==> src/sdpo_pkg.sv <==
package sdpo_pkg;

  // ==========================================================================
  // register offsets (byte addresses, one word each)
  localparam logic [7:0] OFS_CTRL   = 8'h00;
  localparam logic [7:0] OFS_STRB   = 8'h04;
  localparam logic [7:0] OFS_ZERO   = 8'h08;
  localparam logic [7:0] OFS_SPAN   = 8'h0C;
  localparam logic [7:0] OFS_RATIO  = 8'h10;
  localparam logic [7:0] OFS_TARE   = 8'h14;
  localparam logic [7:0] OFS_DISP0  = 8'h18;
  localparam logic [7:0] OFS_DISP1  = 8'h1C;
  localparam logic [7:0] OFS_STAT   = 8'h20;
  localparam logic [7:0] OFS_MASK   = 8'h24;
  localparam logic [7:0] OFS_RESULT = 8'h28;
  localparam logic [7:0] OFS_VALUE  = 8'h2C;

  // ==========================================================================
  // field layouts and widths
  localparam int CTRL_W  = 11;  // control word, laid out as sdpo_ctrl_s
  localparam int STRB_W  = 6;
  localparam int MEAS_W  = 24;
  localparam int RATIO_W = 10;
  localparam int TARE_W  = 25;
  localparam int DISP_W  = 17;
  localparam int VAL_W   = 22;
  localparam int IRQ_W   = 3;
  localparam int IRQ_DONE = 0;  // new word presented
  localparam int IRQ_OVR  = 1;  // word presented with overrange
  localparam int IRQ_TARE = 2;  // tare taken from contact input

  // ==========================================================================
  // modes, input functions and codes
  localparam logic [1:0] MODE_MONITOR = 2'h1;
  localparam logic [1:0] DI_TARE      = 2'h0;
  localparam logic [2:0] CODE_BCD     = 3'h0;
  localparam logic [2:0] CODE_SBIN    = 3'h1;
  localparam logic [2:0] CODE_OFFS    = 3'h2;
  localparam logic [2:0] CODE_TWOS    = 3'h3;
  localparam logic [2:0] CODE_GRAY    = 3'h4;

  // ==========================================================================
  // limits and reset values
  localparam logic [RATIO_W-1:0] RATIO_FULL = 10'h3E8;      // 100.0 % in tenths
  localparam logic [RATIO_W-1:0] RATIO_MIN  = 10'h064;      // 10.0 %
  localparam logic [STRB_W-1:0]  STRB_MIN   = 6'h01;
  localparam logic [STRB_W-1:0]  STRB_MAX   = 6'h32;        // 50 ms
  localparam logic [STRB_W-1:0]  STRB_RST   = 6'h01;        // 1 ms
  localparam logic [DISP_W-1:0]  DISP0_RST  = 17'h1_FC18;   // -1000
  localparam logic [DISP_W-1:0]  DISP1_RST  = 17'h0_03E8;   // 1000
  localparam logic [MEAS_W-1:0]  SPAN_RST   = 24'h10_0000;
  localparam int BCD_MAX  = 9999;
  localparam int SBIN_MAX = 32767;
  localparam int TWOS_MIN = -32768;
  localparam int UBIN_MAX = 65535;

  // ==========================================================================
  // timing
  localparam int CLK_NS     = 40;
  localparam int MS_NS      = 1000000;
  localparam int MS_CYCLES  = MS_NS / CLK_NS;
  localparam int STRB_CNT_W = 21;
  localparam logic [5:0] DIV_STEPS = 6'h36;  // one quotient bit per step

  // ==========================================================================
  // carriers
  typedef struct packed {
    logic       hold_pol;  // 0: hold when pin low, 1: hold when pin high
    logic [1:0] di_func;
    logic [2:0] width_sel; // 0..4 = 16, 14, 12, 10, 8 bits
    logic [2:0] code;
    logic [1:0] mode;
  } sdpo_ctrl_s;

  typedef struct packed {
    logic [15:0] data;
    logic        sign;
    logic        ovr;
  } sdpo_word_s;

  typedef enum logic [1:0] {ST_IDLE, ST_DIV, ST_FMT} sdpo_state_e;

endpackage : sdpo_pkg

==> src/sdpo_parallel_out.sv <==
// Function
// - hold is input; data, flags, strobe outputs
// - narrow width: only low lines carry data
// - strobe high while new word presented
// - overrange when input outside zero-to-span
// - overrange when value beyond code display range
// - signed BCD range limited to -9999..9999
// - zero offset is 0 %, span +100 %
// - contact closure in monitor, function 0: tare
// - tare stores offset; output shows 0 % value
// - binary codes: line n weighs 2**n
// - mode 1 is monitor: measure and output
// - load ratio scales partial-load span calibration
// - strobe length 1..50 ms, default 1
// - code 0..4: BCD, sbin, offset, twos, gray
//
// The implementer's own choices: the placing of the registers and register access over Wishbone.
module sdpo_parallel_out #(
  parameter int CYC_PER_MS = sdpo_pkg::MS_CYCLES
) (
  // clock and reset
  input  wire logic                              clock,
  input  wire logic                              rst_b,
  // wishbone slave
  input  wire logic                              wb_cyc_i,
  input  wire logic                              wb_stb_i,
  input  wire logic                              wb_we_i,
  input  wire logic [7:0]                        wb_adr_i,
  input  wire logic [3:0]                        wb_sel_i,
  input  wire logic [31:0]                       wb_dat_i,
  output logic      [31:0]                       wb_dat_o,
  output logic                                   wb_ack_o,
  // measurement from the front end
  input  wire logic                              meas_valid,
  input  wire logic signed [sdpo_pkg::MEAS_W-1:0] meas_value,
  // connector pins
  input  wire logic                              hold_req,
  input  wire logic                              contact_input,
  output sdpo_pkg::sdpo_word_s                   pword,
  output logic                                   data_valid_strobe,
  // interrupt
  output logic                                   irq
);
  import sdpo_pkg::*;

  // ==========================================================================
  // bcd conversion
  function automatic logic [15:0] to_bcd(input logic [13:0] b);
    logic [29:0] s;
    s = {16'h0000, b};
    for (int i = 0; i < 14; i++) begin
      for (int d = 0; d < 4; d++) begin
        if (s[14+4*d +: 4] > 4'h4) begin
          s[14+4*d +: 4] = s[14+4*d +: 4] + 4'h3;
        end
      end
      s = {s[28:0], 1'b0};
    end
    return s[29:14];
  endfunction : to_bcd

  // ==========================================================================
  // registers
  sdpo_ctrl_s                  ctrl_r;
  logic [STRB_W-1:0]           strb_ms_r;
  logic signed [MEAS_W-1:0]    zero_r;
  logic [MEAS_W-1:0]           span_r;
  logic [RATIO_W-1:0]          ratio_r;
  logic signed [TARE_W-1:0]    tare_r;
  logic signed [DISP_W-1:0]    disp0_r;
  logic signed [DISP_W-1:0]    disp1_r;
  logic [IRQ_W-1:0]            stat_r;
  logic [IRQ_W-1:0]            mask_r;
  logic signed [MEAS_W-1:0]    last_x_r;
  logic                        contact_d_r;
  sdpo_state_e                 st_r;
  logic [34:0]                 rem_r;
  logic [53:0]                 quo_r;
  logic [33:0]                 den_r;
  logic [5:0]                  dcnt_r;
  logic                        neg_r;
  logic                        in_ovr_r;
  logic signed [VAL_W-1:0]     val_r;
  logic [STRB_CNT_W-1:0]       strb_cnt_r;

  // ==========================================================================
  // bus decode
  logic [31:0] bmask;
  logic [31:0] rd_mux;
  logic [31:0] wdat;
  logic        bus_req;
  logic        wr_en;
  assign bmask   = {{8{wb_sel_i[3]}}, {8{wb_sel_i[2]}}, {8{wb_sel_i[1]}}, {8{wb_sel_i[0]}}};
  assign bus_req = wb_cyc_i & wb_stb_i;
  assign wr_en   = bus_req & wb_we_i & wb_ack_o;   // write lands on the ack edge
  assign wdat    = (rd_mux & ~bmask) | (wb_dat_i & bmask);

  logic wr_ctrl, wr_strb, wr_zero, wr_span, wr_ratio, wr_tare;
  logic wr_disp0, wr_disp1, wr_stat, wr_mask;
  assign wr_ctrl  = wr_en && wb_adr_i == OFS_CTRL;
  assign wr_strb  = wr_en && wb_adr_i == OFS_STRB;
  assign wr_zero  = wr_en && wb_adr_i == OFS_ZERO;
  assign wr_span  = wr_en && wb_adr_i == OFS_SPAN;
  assign wr_ratio = wr_en && wb_adr_i == OFS_RATIO;
  assign wr_tare  = wr_en && wb_adr_i == OFS_TARE;
  assign wr_disp0 = wr_en && wb_adr_i == OFS_DISP0;
  assign wr_disp1 = wr_en && wb_adr_i == OFS_DISP1;
  assign wr_stat  = wr_en && wb_adr_i == OFS_STAT;
  assign wr_mask  = wr_en && wb_adr_i == OFS_MASK;

  // read mux, unmapped offsets read zero
  always_comb begin
    case (wb_adr_i)
      OFS_CTRL:   rd_mux = 32'(ctrl_r);
      OFS_STRB:   rd_mux = 32'(strb_ms_r);
      OFS_ZERO:   rd_mux = 32'(zero_r);
      OFS_SPAN:   rd_mux = 32'(span_r);
      OFS_RATIO:  rd_mux = 32'(ratio_r);
      OFS_TARE:   rd_mux = 32'(tare_r);
      OFS_DISP0:  rd_mux = 32'(disp0_r);
      OFS_DISP1:  rd_mux = 32'(disp1_r);
      OFS_STAT:   rd_mux = 32'(stat_r);
      OFS_MASK:   rd_mux = 32'(mask_r);
      OFS_RESULT: rd_mux = 32'(pword);
      OFS_VALUE:  rd_mux = 32'(val_r);
      default:    rd_mux = 32'h0000_0000;
    endcase
  end

  // ack one cycle after the request, dropped the cycle after
  always_ff @(posedge clock or negedge rst_b) begin
    if (!rst_b) begin
      wb_ack_o <= 1'b0;
      wb_dat_o <= 32'h0000_0000;
    end else begin
      wb_ack_o <= bus_req & ~wb_ack_o;
      if (bus_req & ~wb_ack_o) begin
        wb_dat_o <= rd_mux;
      end
    end
  end

  // ==========================================================================
  // setting registers; out-of-range strobe and ratio values are clamped
  logic [STRB_W-1:0]  strb_wv;
  logic [RATIO_W-1:0] ratio_wv;
  assign strb_wv  = wdat[STRB_W-1:0] < STRB_MIN ? STRB_MIN :
                    wdat[STRB_W-1:0] > STRB_MAX ? STRB_MAX : wdat[STRB_W-1:0];
  assign ratio_wv = wdat[RATIO_W-1:0] < RATIO_MIN ? RATIO_MIN :
                    wdat[RATIO_W-1:0] > RATIO_FULL ? RATIO_FULL : wdat[RATIO_W-1:0];

  always_ff @(posedge clock or negedge rst_b) begin
    if (!rst_b) begin
      ctrl_r    <= '{hold_pol: 1'b0, di_func: DI_TARE, width_sel: 3'h0,
                     code: CODE_BCD, mode: MODE_MONITOR};
      strb_ms_r <= STRB_RST;
      zero_r    <= '0;
      span_r    <= SPAN_RST;
      ratio_r   <= RATIO_FULL;
      disp0_r   <= DISP0_RST;
      disp1_r   <= DISP1_RST;
      mask_r    <= '0;
    end else begin
      if (wr_ctrl)  ctrl_r    <= sdpo_ctrl_s'(wdat[CTRL_W-1:0]);
      if (wr_strb)  strb_ms_r <= strb_wv;
      if (wr_zero)  zero_r    <= wdat[MEAS_W-1:0];
      if (wr_span)  span_r    <= wdat[MEAS_W-1:0];
      if (wr_ratio) ratio_r   <= ratio_wv;
      if (wr_disp0) disp0_r   <= wdat[DISP_W-1:0];
      if (wr_disp1) disp1_r   <= wdat[DISP_W-1:0];
      if (wr_mask)  mask_r    <= wdat[IRQ_W-1:0];
    end
  end

  // ==========================================================================
  // tare from the contact input
  logic                     monitor;
  logic                     tare_evt;
  logic signed [TARE_W-1:0] cur_ofs;
  assign monitor  = ctrl_r.mode == MODE_MONITOR;
  assign tare_evt = contact_input & ~contact_d_r & monitor
                    & (ctrl_r.di_func == DI_TARE);
  assign cur_ofs  = TARE_W'(last_x_r) - TARE_W'(zero_r);

  // hardware tare wins over a software write in the same cycle
  always_ff @(posedge clock or negedge rst_b) begin
    if (!rst_b) begin
      contact_d_r <= 1'b0;
      last_x_r    <= '0;
      tare_r      <= '0;
    end else begin
      contact_d_r <= contact_input;
      if (meas_valid) last_x_r <= meas_value;
      if (tare_evt) begin
        tare_r <= cur_ofs;
      end else if (wr_tare) begin
        tare_r <= wdat[TARE_W-1:0];
      end
    end
  end

  // ==========================================================================
  // scaling: out = disp0 + (x-zero-tare) * ratio * (disp1-disp0) / (span*1000)
  logic signed [TARE_W-1:0]   g;
  logic signed [TARE_W:0]     f;
  logic [TARE_W:0]            f_mag;
  logic signed [DISP_W:0]     rng;
  logic [DISP_W:0]            r_mag;
  logic [53:0]                num_mag;
  logic [33:0]                den;
  logic [34:0]                g_prod;
  logic [34:0]                g_lim;
  logic                       in_out;
  assign g       = TARE_W'(meas_value) - TARE_W'(zero_r);
  assign f       = (TARE_W+1)'(g) - (TARE_W+1)'(tare_r);
  assign f_mag   = f < 0 ? (TARE_W+1)'(-f) : f;
  assign rng     = (DISP_W+1)'(disp1_r) - (DISP_W+1)'(disp0_r);
  assign r_mag   = rng < 0 ? (DISP_W+1)'(-rng) : rng;
  assign num_mag = 54'(f_mag) * 54'(ratio_r) * 54'(r_mag);
  assign den     = 34'(span_r) * 34'(RATIO_FULL);
  // partial-load calibration widens full scale to span*1000/ratio
  assign g_prod  = 35'(g[MEAS_W-1:0]) * 35'(ratio_r);
  assign g_lim   = 35'(span_r) * 35'(RATIO_FULL);
  assign in_out  = g[TARE_W-1] | (g_prod > g_lim);

  // restoring divider step, one quotient bit per clock
  logic [34:0] div_trial;
  logic        div_ge;
  assign div_trial = {rem_r[33:0], quo_r[53]};
  assign div_ge    = div_trial >= {1'b0, den_r};

  logic [53:0]             q_fin;
  logic [19:0]             q_sat;
  logic signed [VAL_W-1:0] val_nxt;
  // last step's bit folded in here, since val_r is taken on that same edge
  assign q_fin   = {quo_r[52:0], div_ge};
  assign q_sat   = |q_fin[53:20] ? 20'hF_FFFF : q_fin[19:0];  // huge quotient still overranges
  assign val_nxt = VAL_W'(disp0_r) + (neg_r ? -VAL_W'(q_sat) : VAL_W'(q_sat));

  // ==========================================================================
  // output formatting and range check per code
  logic [VAL_W-1:0] v_mag;
  logic [15:0]      raw;
  logic [15:0]      wmask;
  logic             rng_out;
  sdpo_word_s       word_nxt;
  assign v_mag = val_r < 0 ? VAL_W'(-val_r) : val_r;

  always_comb begin
    case (ctrl_r.code)
      CODE_BCD: begin
        raw     = to_bcd(v_mag[13:0]);
        rng_out = val_r < -BCD_MAX || val_r > BCD_MAX;
      end
      CODE_SBIN: begin
        raw     = v_mag[15:0];
        rng_out = val_r < -SBIN_MAX || val_r > SBIN_MAX;
      end
      CODE_OFFS: begin
        raw     = val_r[15:0];
        rng_out = val_r < 0 || val_r > UBIN_MAX;
      end
      CODE_TWOS: begin
        raw     = val_r[15:0];
        rng_out = val_r < TWOS_MIN || val_r > SBIN_MAX;
      end
      CODE_GRAY: begin
        raw     = val_r[15:0] ^ {1'b0, val_r[15:1]};
        rng_out = val_r < 0 || val_r > UBIN_MAX;
      end
      default: begin
        raw     = val_r[15:0];
        rng_out = 1'b1;
      end
    endcase
  end

  // unused high lines are driven low
  always_comb begin
    case (ctrl_r.width_sel)
      3'h0:    wmask = 16'hFFFF;
      3'h1:    wmask = 16'h3FFF;
      3'h2:    wmask = 16'h0FFF;
      3'h3:    wmask = 16'h03FF;
      default: wmask = 16'h00FF;
    endcase
  end

  assign word_nxt.data = raw & wmask;
  assign word_nxt.sign = val_r < 0;
  assign word_nxt.ovr  = in_ovr_r | rng_out;

  // ==========================================================================
  // sequencer: take sample, divide, present unless held
  logic hold_act;
  logic start;
  logic load;
  assign hold_act = ctrl_r.hold_pol ? hold_req : ~hold_req;
  assign start    = st_r == ST_IDLE && meas_valid && monitor;
  assign load     = st_r == ST_FMT && !hold_act;

  always_ff @(posedge clock or negedge rst_b) begin
    if (!rst_b) begin
      st_r <= ST_IDLE;
    end else begin
      case (st_r)
        ST_IDLE: if (start) st_r <= ST_DIV;
        ST_DIV:  if (dcnt_r == 6'h01) st_r <= ST_FMT;
        ST_FMT:  st_r <= ST_IDLE;  // a held word is dropped, next sample retries
        default: st_r <= ST_IDLE;
      endcase
    end
  end

  always_ff @(posedge clock or negedge rst_b) begin
    if (!rst_b) begin
      rem_r    <= '0;
      quo_r    <= '0;
      den_r    <= '0;
      dcnt_r   <= '0;
      neg_r    <= 1'b0;
      in_ovr_r <= 1'b0;
      val_r    <= '0;
    end else if (start) begin
      rem_r    <= '0;
      quo_r    <= num_mag;
      den_r    <= den;
      dcnt_r   <= DIV_STEPS;
      neg_r    <= f[TARE_W] ^ rng[DISP_W];
      in_ovr_r <= in_out;
    end else if (st_r == ST_DIV) begin
      rem_r  <= div_ge ? div_trial - {1'b0, den_r} : div_trial;
      quo_r  <= {quo_r[52:0], div_ge};
      dcnt_r <= dcnt_r - 6'h01;
      if (dcnt_r == 6'h01) val_r <= val_nxt;
    end
  end

  // ==========================================================================
  // connector outputs and strobe timer
  logic [STRB_CNT_W-1:0] strb_len;
  assign strb_len = STRB_CNT_W'(32'(strb_ms_r) * CYC_PER_MS);

  always_ff @(posedge clock or negedge rst_b) begin
    if (!rst_b) begin
      pword             <= '0;
      data_valid_strobe <= 1'b0;
      strb_cnt_r        <= '0;
    end else if (load) begin
      pword             <= word_nxt;
      data_valid_strobe <= 1'b1;
      strb_cnt_r        <= strb_len - STRB_CNT_W'(1);
    end else if (strb_cnt_r != '0) begin
      strb_cnt_r <= strb_cnt_r - STRB_CNT_W'(1);
    end else begin
      data_valid_strobe <= 1'b0;
    end
  end

  // ==========================================================================
  // interrupts: sticky, write one to clear, a new event beats the clear
  logic [IRQ_W-1:0] ev;
  assign ev[IRQ_DONE] = load;
  assign ev[IRQ_OVR]  = load & word_nxt.ovr;
  assign ev[IRQ_TARE] = tare_evt;

  always_ff @(posedge clock or negedge rst_b) begin
    if (!rst_b) begin
      stat_r <= '0;
      irq    <= 1'b0;
    end else begin
      stat_r <= (stat_r & ~(wr_stat ? wdat[IRQ_W-1:0] : '0)) | ev;
      irq    <= |(stat_r & mask_r);
    end
  end

  // divide cycles counted here, so no long repetition has to be unrolled
  logic [5:0] div_len_r;
  always_ff @(posedge clock or negedge rst_b) begin
    if (!rst_b) begin
      div_len_r <= 6'h00;
    end else begin
      div_len_r <= (st_r == ST_DIV) ? div_len_r + 6'h01 : 6'h00;
    end
  end
endmodule : sdpo_parallel_out

==> config.mk <==
export PLATFORM = sky130hd
export DESIGN_NAME = sdpo_parallel_out
export DESIGN_NICKNAME = d
export VERILOG_FILES = /design/src/sdpo_pkg.sv /design/src/sdpo_parallel_out.sv
export SDC_FILE = /design/constraint.sdc
export NUM_CORES = 2
export LEC_CHECK = 0
export BUFFER_PORTS_ARGS = -buffer_cell sky130_fd_sc_hd__buf_2
export CAP_MARGIN = 20
export CORE_MARGIN = 1.5
export CORE_UTILIZATION = 65
export DETAILED_ROUTE_END_ITERATION = 12
export MAX_ROUTING_LAYER = met4
export PLACE_DENSITY_LB_ADDON = 0.05
export REMOVE_ABC_BUFFERS = 1
export SETUP_SLACK_MARGIN = 0.2
export SLEW_MARGIN = 20
export SYNTH_ARGS = -nofsm -noshare
export SYNTH_HDL_FRONTEND = slang
export SYNTH_SLANG_ARGS = --single-unit
==> constraint.sdc <==
create_clock -name clock -period 24.5 [get_ports clock]
set_input_delay 1.225 -clock clock [delete_from_list [all_inputs] [get_ports clock]]
set_output_delay 1.225 -clock clock [all_outputs]
set_load 0.05 [all_outputs]
======== Yosys cells after proc, flatten, opt, wreduce, memory -nomap -nowiden ========
Index checks and enable logic that the tools add are counted.
storage, ports and cells
  flip-flop bits (word level) ............. 390
  output and inout port bits .............. 53
  input bits .............................. 76
cells by class
  multiply operators ...................... 6
  multiplexer cells ....................... 79
  reductions and logical operators ........ 32
  bitwise logic cells ..................... 25
  equal/unequal tests ..................... 25
  $lt $le $gt $ge ......................... 41
  $add $sub $neg .......................... 39
operators with widths
  cell                                                                    number
  32-bit case mux with 12 select lines                                    1
  4-bit two-way mux                                                       45
  54-bit two-way mux                                                      2
  34-bit two-way mux                                                      3
  4-bit by 3-bit > comparator with 1-bit output, second input constant    22
  4-bit by 2-bit adder with 4-bit output, second input constant           21
  16-bit case mux with 4 select lines                                     1
  24-bit by 7-bit multiplier with 31-bit output, second input constant    2
  36-bit by 18-bit multiplier with 54-bit output                          1
  25-bit AND                                                              2
  25-bit two-way mux                                                      2
  24-bit by 24-bit subtractor with 25-bit output                          2
  16-bit case mux with 3 select lines                                     1
  22-bit by 16-bit < comparator with 1-bit output, second input constant  2
  21-bit two-way mux                                                      2
  21-bit by 1-bit subtractor with 21-bit output, second input constant    2
  26-bit by 10-bit multiplier with 36-bit output                          1
  35-bit by 34-bit >= comparator with 1-bit output                        1
  34-bit > comparator                                                     1
  24-bit by 10-bit multiplier with 34-bit output                          1
  34-bit OR reduction                                                     1
  34-bit subtractor                                                       1
  8-bit by 5-bit equality test with 1-bit output, second input constant   4
  8-bit by 6-bit equality test with 1-bit output, second input constant   4
  67 further kinds                                                        122

======== Logic depth before layout (Yosys ltp) ========
  depth in word-level cells ............... 36
  mapped depth ............................ 87
  depth with buffers taken out ............ 84

======== Worst setup path before layout ========
Ideal clock, no wire load.
  path type ............................... input-to-reg
  start point ............................. input meas_value[0] (netlist bit)
  end point ............................... register quo_r[52]
  cell stages on the path ................. 83
  setup time .............................. 87 ps
  required time ........................... 24413 ps
  path slack .............................. 5119 ps
  arrival ................................. 19293 ps
  cells stage by stage .................... inv_1 > ha_1 > fa_1 > nor2b_1 > o21ai_0 > a21boi_0 > o21ai_0 > a21boi_0 > o21ai_0 > a21boi_0 > o21ai_0 > a21boi_0 > o21ai_0 > a21boi_0 > o21ai_0 > a21boi_0 > o21a_1 > nor2_1 > (+47 left out) > inv_1 > fa_1 > ha_1 > nor2b_1 > nor2_1 > nor4b_1 > o32a_1 > a31oi_1 > a41oi_1 > o31ai_1 > or4_1 > and3_1 > a221o_1 > nand4_1 > a41oi_1 > nor4_1 > a31oi_1 > a22oi_1
between the ends
  longest elaborated chain between the ends .. 7
  elaborated cells on any way between the ends .. 8
ends and longest elaborated chain
  item                                                                               RTL line                  source
  start, declared                                                                    sdpo_parallel_out.sv:35   input wire logic signed [sdpo_pkg::MEAS_W-1:0] meas_value,
  24-bit by 24-bit subtractor with 25-bit output *                                   sdpo_parallel_out.sv:214  assign g = TARE_W'(meas_value) - TARE_W'(zero_r);
  25-bit by 25-bit subtractor with 26-bit output *                                   sdpo_parallel_out.sv:215  assign f = (TARE_W+1)'(g) - (TARE_W+1)'(tare_r);
  26-bit negation or 26-bit by 1-bit < comparator with 1-bit output (tied branches)  sdpo_parallel_out.sv:216  assign f_mag = f < 0 ? (TARE_W+1)'(-f) : f;
  26-bit two-way mux *                                                               sdpo_parallel_out.sv:216
  26-bit by 10-bit multiplier with 36-bit output *                                   sdpo_parallel_out.sv:219  assign num_mag = 54'(f_mag) * 54'(ratio_r) * 54'(r_mag);
  36-bit by 18-bit multiplier with 54-bit output *                                   sdpo_parallel_out.sv:219
  54-bit two-way mux *                                                               sdpo_parallel_out.sv:324  end else if (start) begin
  end signal, assigned                                                               sdpo_parallel_out.sv:326  quo_r <= num_mag;
  end signal, assigned                                                               sdpo_parallel_out.sv:333  quo_r <= {quo_r[52:0], div_ge};
  end, declared                                                                      sdpo_parallel_out.sv:78   logic [53:0] quo_r;
Every way passes the cells marked *; elsewhere a longest branch is shown, timed or not.
A chain may end at the register's enable or synchronous reset.

======== Final worst setup path ========
Ends and elaborated chain as after synthesis.

==> run_results.csv <==
group,metric,value,unit
outcome,run_status,"complete, no violations",
clock_network,clkLatencyLatePin,0.68,ns
sta,timing.hold.ws,0.483,ns
yosys,synth_compound_area_share,12.1,%
setup_path,start_kind,"primary input",
yosys,netlist_area,68400,um2
sta,slew_violations,0,
detailed_routing,viasPerCell,5.95,
setup_path,path_depth,82,
clock_network,cts_max_level,2,
placed_design,dp_hpwl,150000,um
clock_network,clkSinkCount,383,
yosys,synth_cells,8031,
sta,hold_violations,0,
sta,finalSetupTns,0,ns
setup_path,cp_top_family,"compound AO/OA/AOI/OAI gates",
clock_network,hold_buffers,0,
sta,fin_crit,22.73,ns
sta,clock.fmax,0.0440,GHz
global_route,grtUsageTotal,38.0,%
sta,slew_headroom,20.1,%
pwr,p_sw,996,uW
clock_network,cts_root_buf,"clkbuf_16",
layout,nets,9751,
yosys,synth_top_area_share,29.4,%
global_route,grt_max_degree,156,
setup_path,endpoint_kind,"flip-flop",
yosys,synthDistinctLibCells,92,
global_route,antenna_found_initial,11,
pwr,seqPwrFrac,26.6,%
die,initial_core_util,65.8,%
sta,worstMarginPinSlew,1.19,ns
pwr,swShare,41.0,%
clock_network,cts_resized,0,
yosys,ys.warnings.count,0,
detailed_routing,route.detailed.drc,0,
yosys,synth_xor_area_share,4.63,%
setup_path,path_buf_inv,8,
layout,layout-drive-gt1-share,6.20,%
sta,rsz0062_at_grt,"false",
yosys,yosysTopAreaCell,"fa_1",
pwr,power_density,33.5,nW/um2
layout,multi_input_area,52600,um2
placed_design,gp_routability_congestion,0.964,
clock_network,clk_pin_slew,0.06,ns
layout,final_common_cell,"inv_1",
clock_network,post_cts_buffers,0,
sta,finalCritPeriodShare,92.8,%
die,die-area,107000,um2
die,ios,129,
setup_path,worstPathRequired,25.09,ns
die,dieHeight,327,um
worst_hold_path,hold_path_depth,2,
setup_path,cp_max_fo,11,
yosys,yosysSeqAreaShare,14.1,%
sta,fin_skew,0.0805,ns
setup_path,worst-endpoint-arrival,23.32,ns
yosys,synth_edf_count,0,
layout,layout_common_cells,"inv_1 (1,374), nand2_1 (1,115), fa_1 (1,005), ha_1 (640), nor2_1 (533)",
yosys,synth_top_family_by_area,"adder cells",
yosys,muxShareOfSynthArea,1.84,%
yosys,synth_area_leaders,"fa_1 (29%), dfrtp_1 (13%), ha_1 (12%), inv_1 (7.5%), nand2_1 (6.1%)",
yosys,syn_area_per_cell,8.52,um2
pwr,vdd_drop_max,0.0577,mV
detailed_routing,drtIter0Drc,4602,
global_route,grt_pass1_vias,58100,
worst_hold_path,hp-class,"flip-flop to flip-flop",
clock_network,clock_path_buffers,3,
yosys,synthSimpleGateAreaFrac,17.0,%
pwr,p_clk_share,33.2,%
placed_design,portBuffers,121,
yosys,synthAdderAreaFrac,41.1,%
detailed_routing,wire_per_inst,20.1,um
detailed_routing,antenna_left,0,
job,maxCapViolations,0,
layout,seqCellArea,9620,um2
pwr,cellLeakagePower,36.3,nW
global_route,grt_overflow,0,
yosys,synth-seq-cells,383,
pwr,comb_power_share,40.2,%
setup_path,path_class,"primary input to flip-flop",
detailed_routing,dr.pass1.iters,9,
clock_network,tritoncts,"done",
layout,fill_cells,8613,
yosys,synthArstFlopShare,100,%
setup_path,r2r_cells,80,
setup_path,r2r_slack,1.99,ns
yosys,dominantRegCellSynth,"dfrtp_1",
clock_network,cts-buffers-inserted,47,
setup_path,critPathMaxStageDelay,0.92,ns
setup_path,cp_slowest_cell,"xnor2_1",
die,rows,118,
detailed_routing,wl,190000,um
die,fp.coreArea,104000,um2
pwr,intPower,1.43,mW
die,die_w,327,um
sta,finalSetupViolations,0,
layout,syn_to_final_growth,6.08,%
detailed_routing,vias,56300,
global_route,grt_pass1_wl,312000,um
==> metrics by stage <==
stage	area (um2)	utilization, %	cells	setup WS, ns	power [mW]
floorplan	67200	-	7728	4.92	1.27
global placement	70700	68.0	9359	1.93	1.60
detailed placement	70700	68.0	9360	1.48	1.62
CTS	72500	69.7	9448	2.11	2.43
global route	72600	69.8	9458	0.402	2.56
finish	72600	69.8	9460	1.77	2.43
==> layer usage <==
metal,up-vias,global-route usage [%],wire length [um]
li1,25700,-,-
met1,27800,49.0,76300
met2,2212,59.2,87300
met3,546,6.75,16800
met4,0,15.9,9520
met5,-,-,0
==> registers in the layout (all words and copies together) (netlist names), 2 cells and up <==
signal      cells
wb_dat_o       25
last_x_r       24
zero_r         24
quo_r          54
span_r         24
pword          18
mask_r          3
st_r            2
den_r          31
tare_r         25
strb_cnt_r     21
ratio_r        10
disp1_r        17
dcnt_r          6
stat_r          3
strb_ms_r       6
ctrl_r         11
disp0_r        17
val_r          22
rem_r          34
==> worst paths after layout <==
| check | startpoint | to |
|---|---|---|
| min reg2reg | den_r[19]$_DFFE_PN0P_ | den_r[19]$_DFFE_PN0P_ |
| max | meas_value[0] | quo_r[52]$_DFFE_PN0P_ |
| max in group asynchronous | rst_b | span_r[2]$_DFFE_PN0P_ |
| max reg2reg | zero_r[0]$_DFFE_PN0P_ | quo_r[52]$_DFFE_PN0P_ |
| min in group asynchronous | rst_b | pword[12]$_DFFE_PN0P_ |
| min | den_r[19]$_DFFE_PN0P_ | den_r[19]$_DFFE_PN0P_ |
==> synth_stat cells, types with 22 or more instances <==
cell	n
inv_1	1374
nand4_1	35
nand2_1	1117
mux2i_1	53
a22oi_1	95
fa_1	1005
nor3_1	93
mux2_2	58
nor2_1	538
dfstp_2	24
nand3_1	87
dfrtp_1	359
a21boi_0	62
a221oi_1	23
or2_2	22
a211oi_1	28
or3_1	52
nand2b_1	106
nor2b_1	103
o21bai_1	41
nor4_1	25
clkbuf_1	275
a21o_1	63
and2_1	257
xnor2_1	223
a21oi_1	252
o31ai_1	41
and3_1	31
o21ai_0	473
a31oi_1	37
xor2_1	137
ha_1	640
==> layout make-up <==
cell class	instances	share of cell area (%)
Inverter	1376	7.12
Sequential cell	383	13.3
Multi-Input combinational cell	5969	72.5
Clock buffer	57	1.77
Tap cell	1380	2.38
Antenna cell	11	0.0379
Clock inverter	31	0.671
Timing Repair Buffer	253	2.25
==> cell families after synthesis <==
group	after synthesis
and+or+nand+nor	2536
buffers and inverters	1679
AOI/OAI and AO/OA	1311
xor gates and xnor gates	361
adders and majority gates	1645
DFF	383
muxes	116
==> tightest hold or removal path, delay by kind of cell (launching register included) <==
family,cells,cell delay [ns]
DFF,1,0.34
AOI/OAI and AO/OA,1,0.06
and+or+nand+nor,1,0.05
==> power groups by stage <==
stage | logic [mW] | clock network [mW] | registers, mW
6_report | 0.975 | 0.807 | 0.646
5_1_grt | 1.08 | 0.839 | 0.647
4_1_cts | 0.964 | 0.816 | 0.646
3_5_place_dp | 0.959 | 0 | 0.657
3_3_place_gp | 0.940 | 0 | 0.657
2_1_floorplan | 0.616 | 0 | 0.656
(Power assumes the default switching activity.)
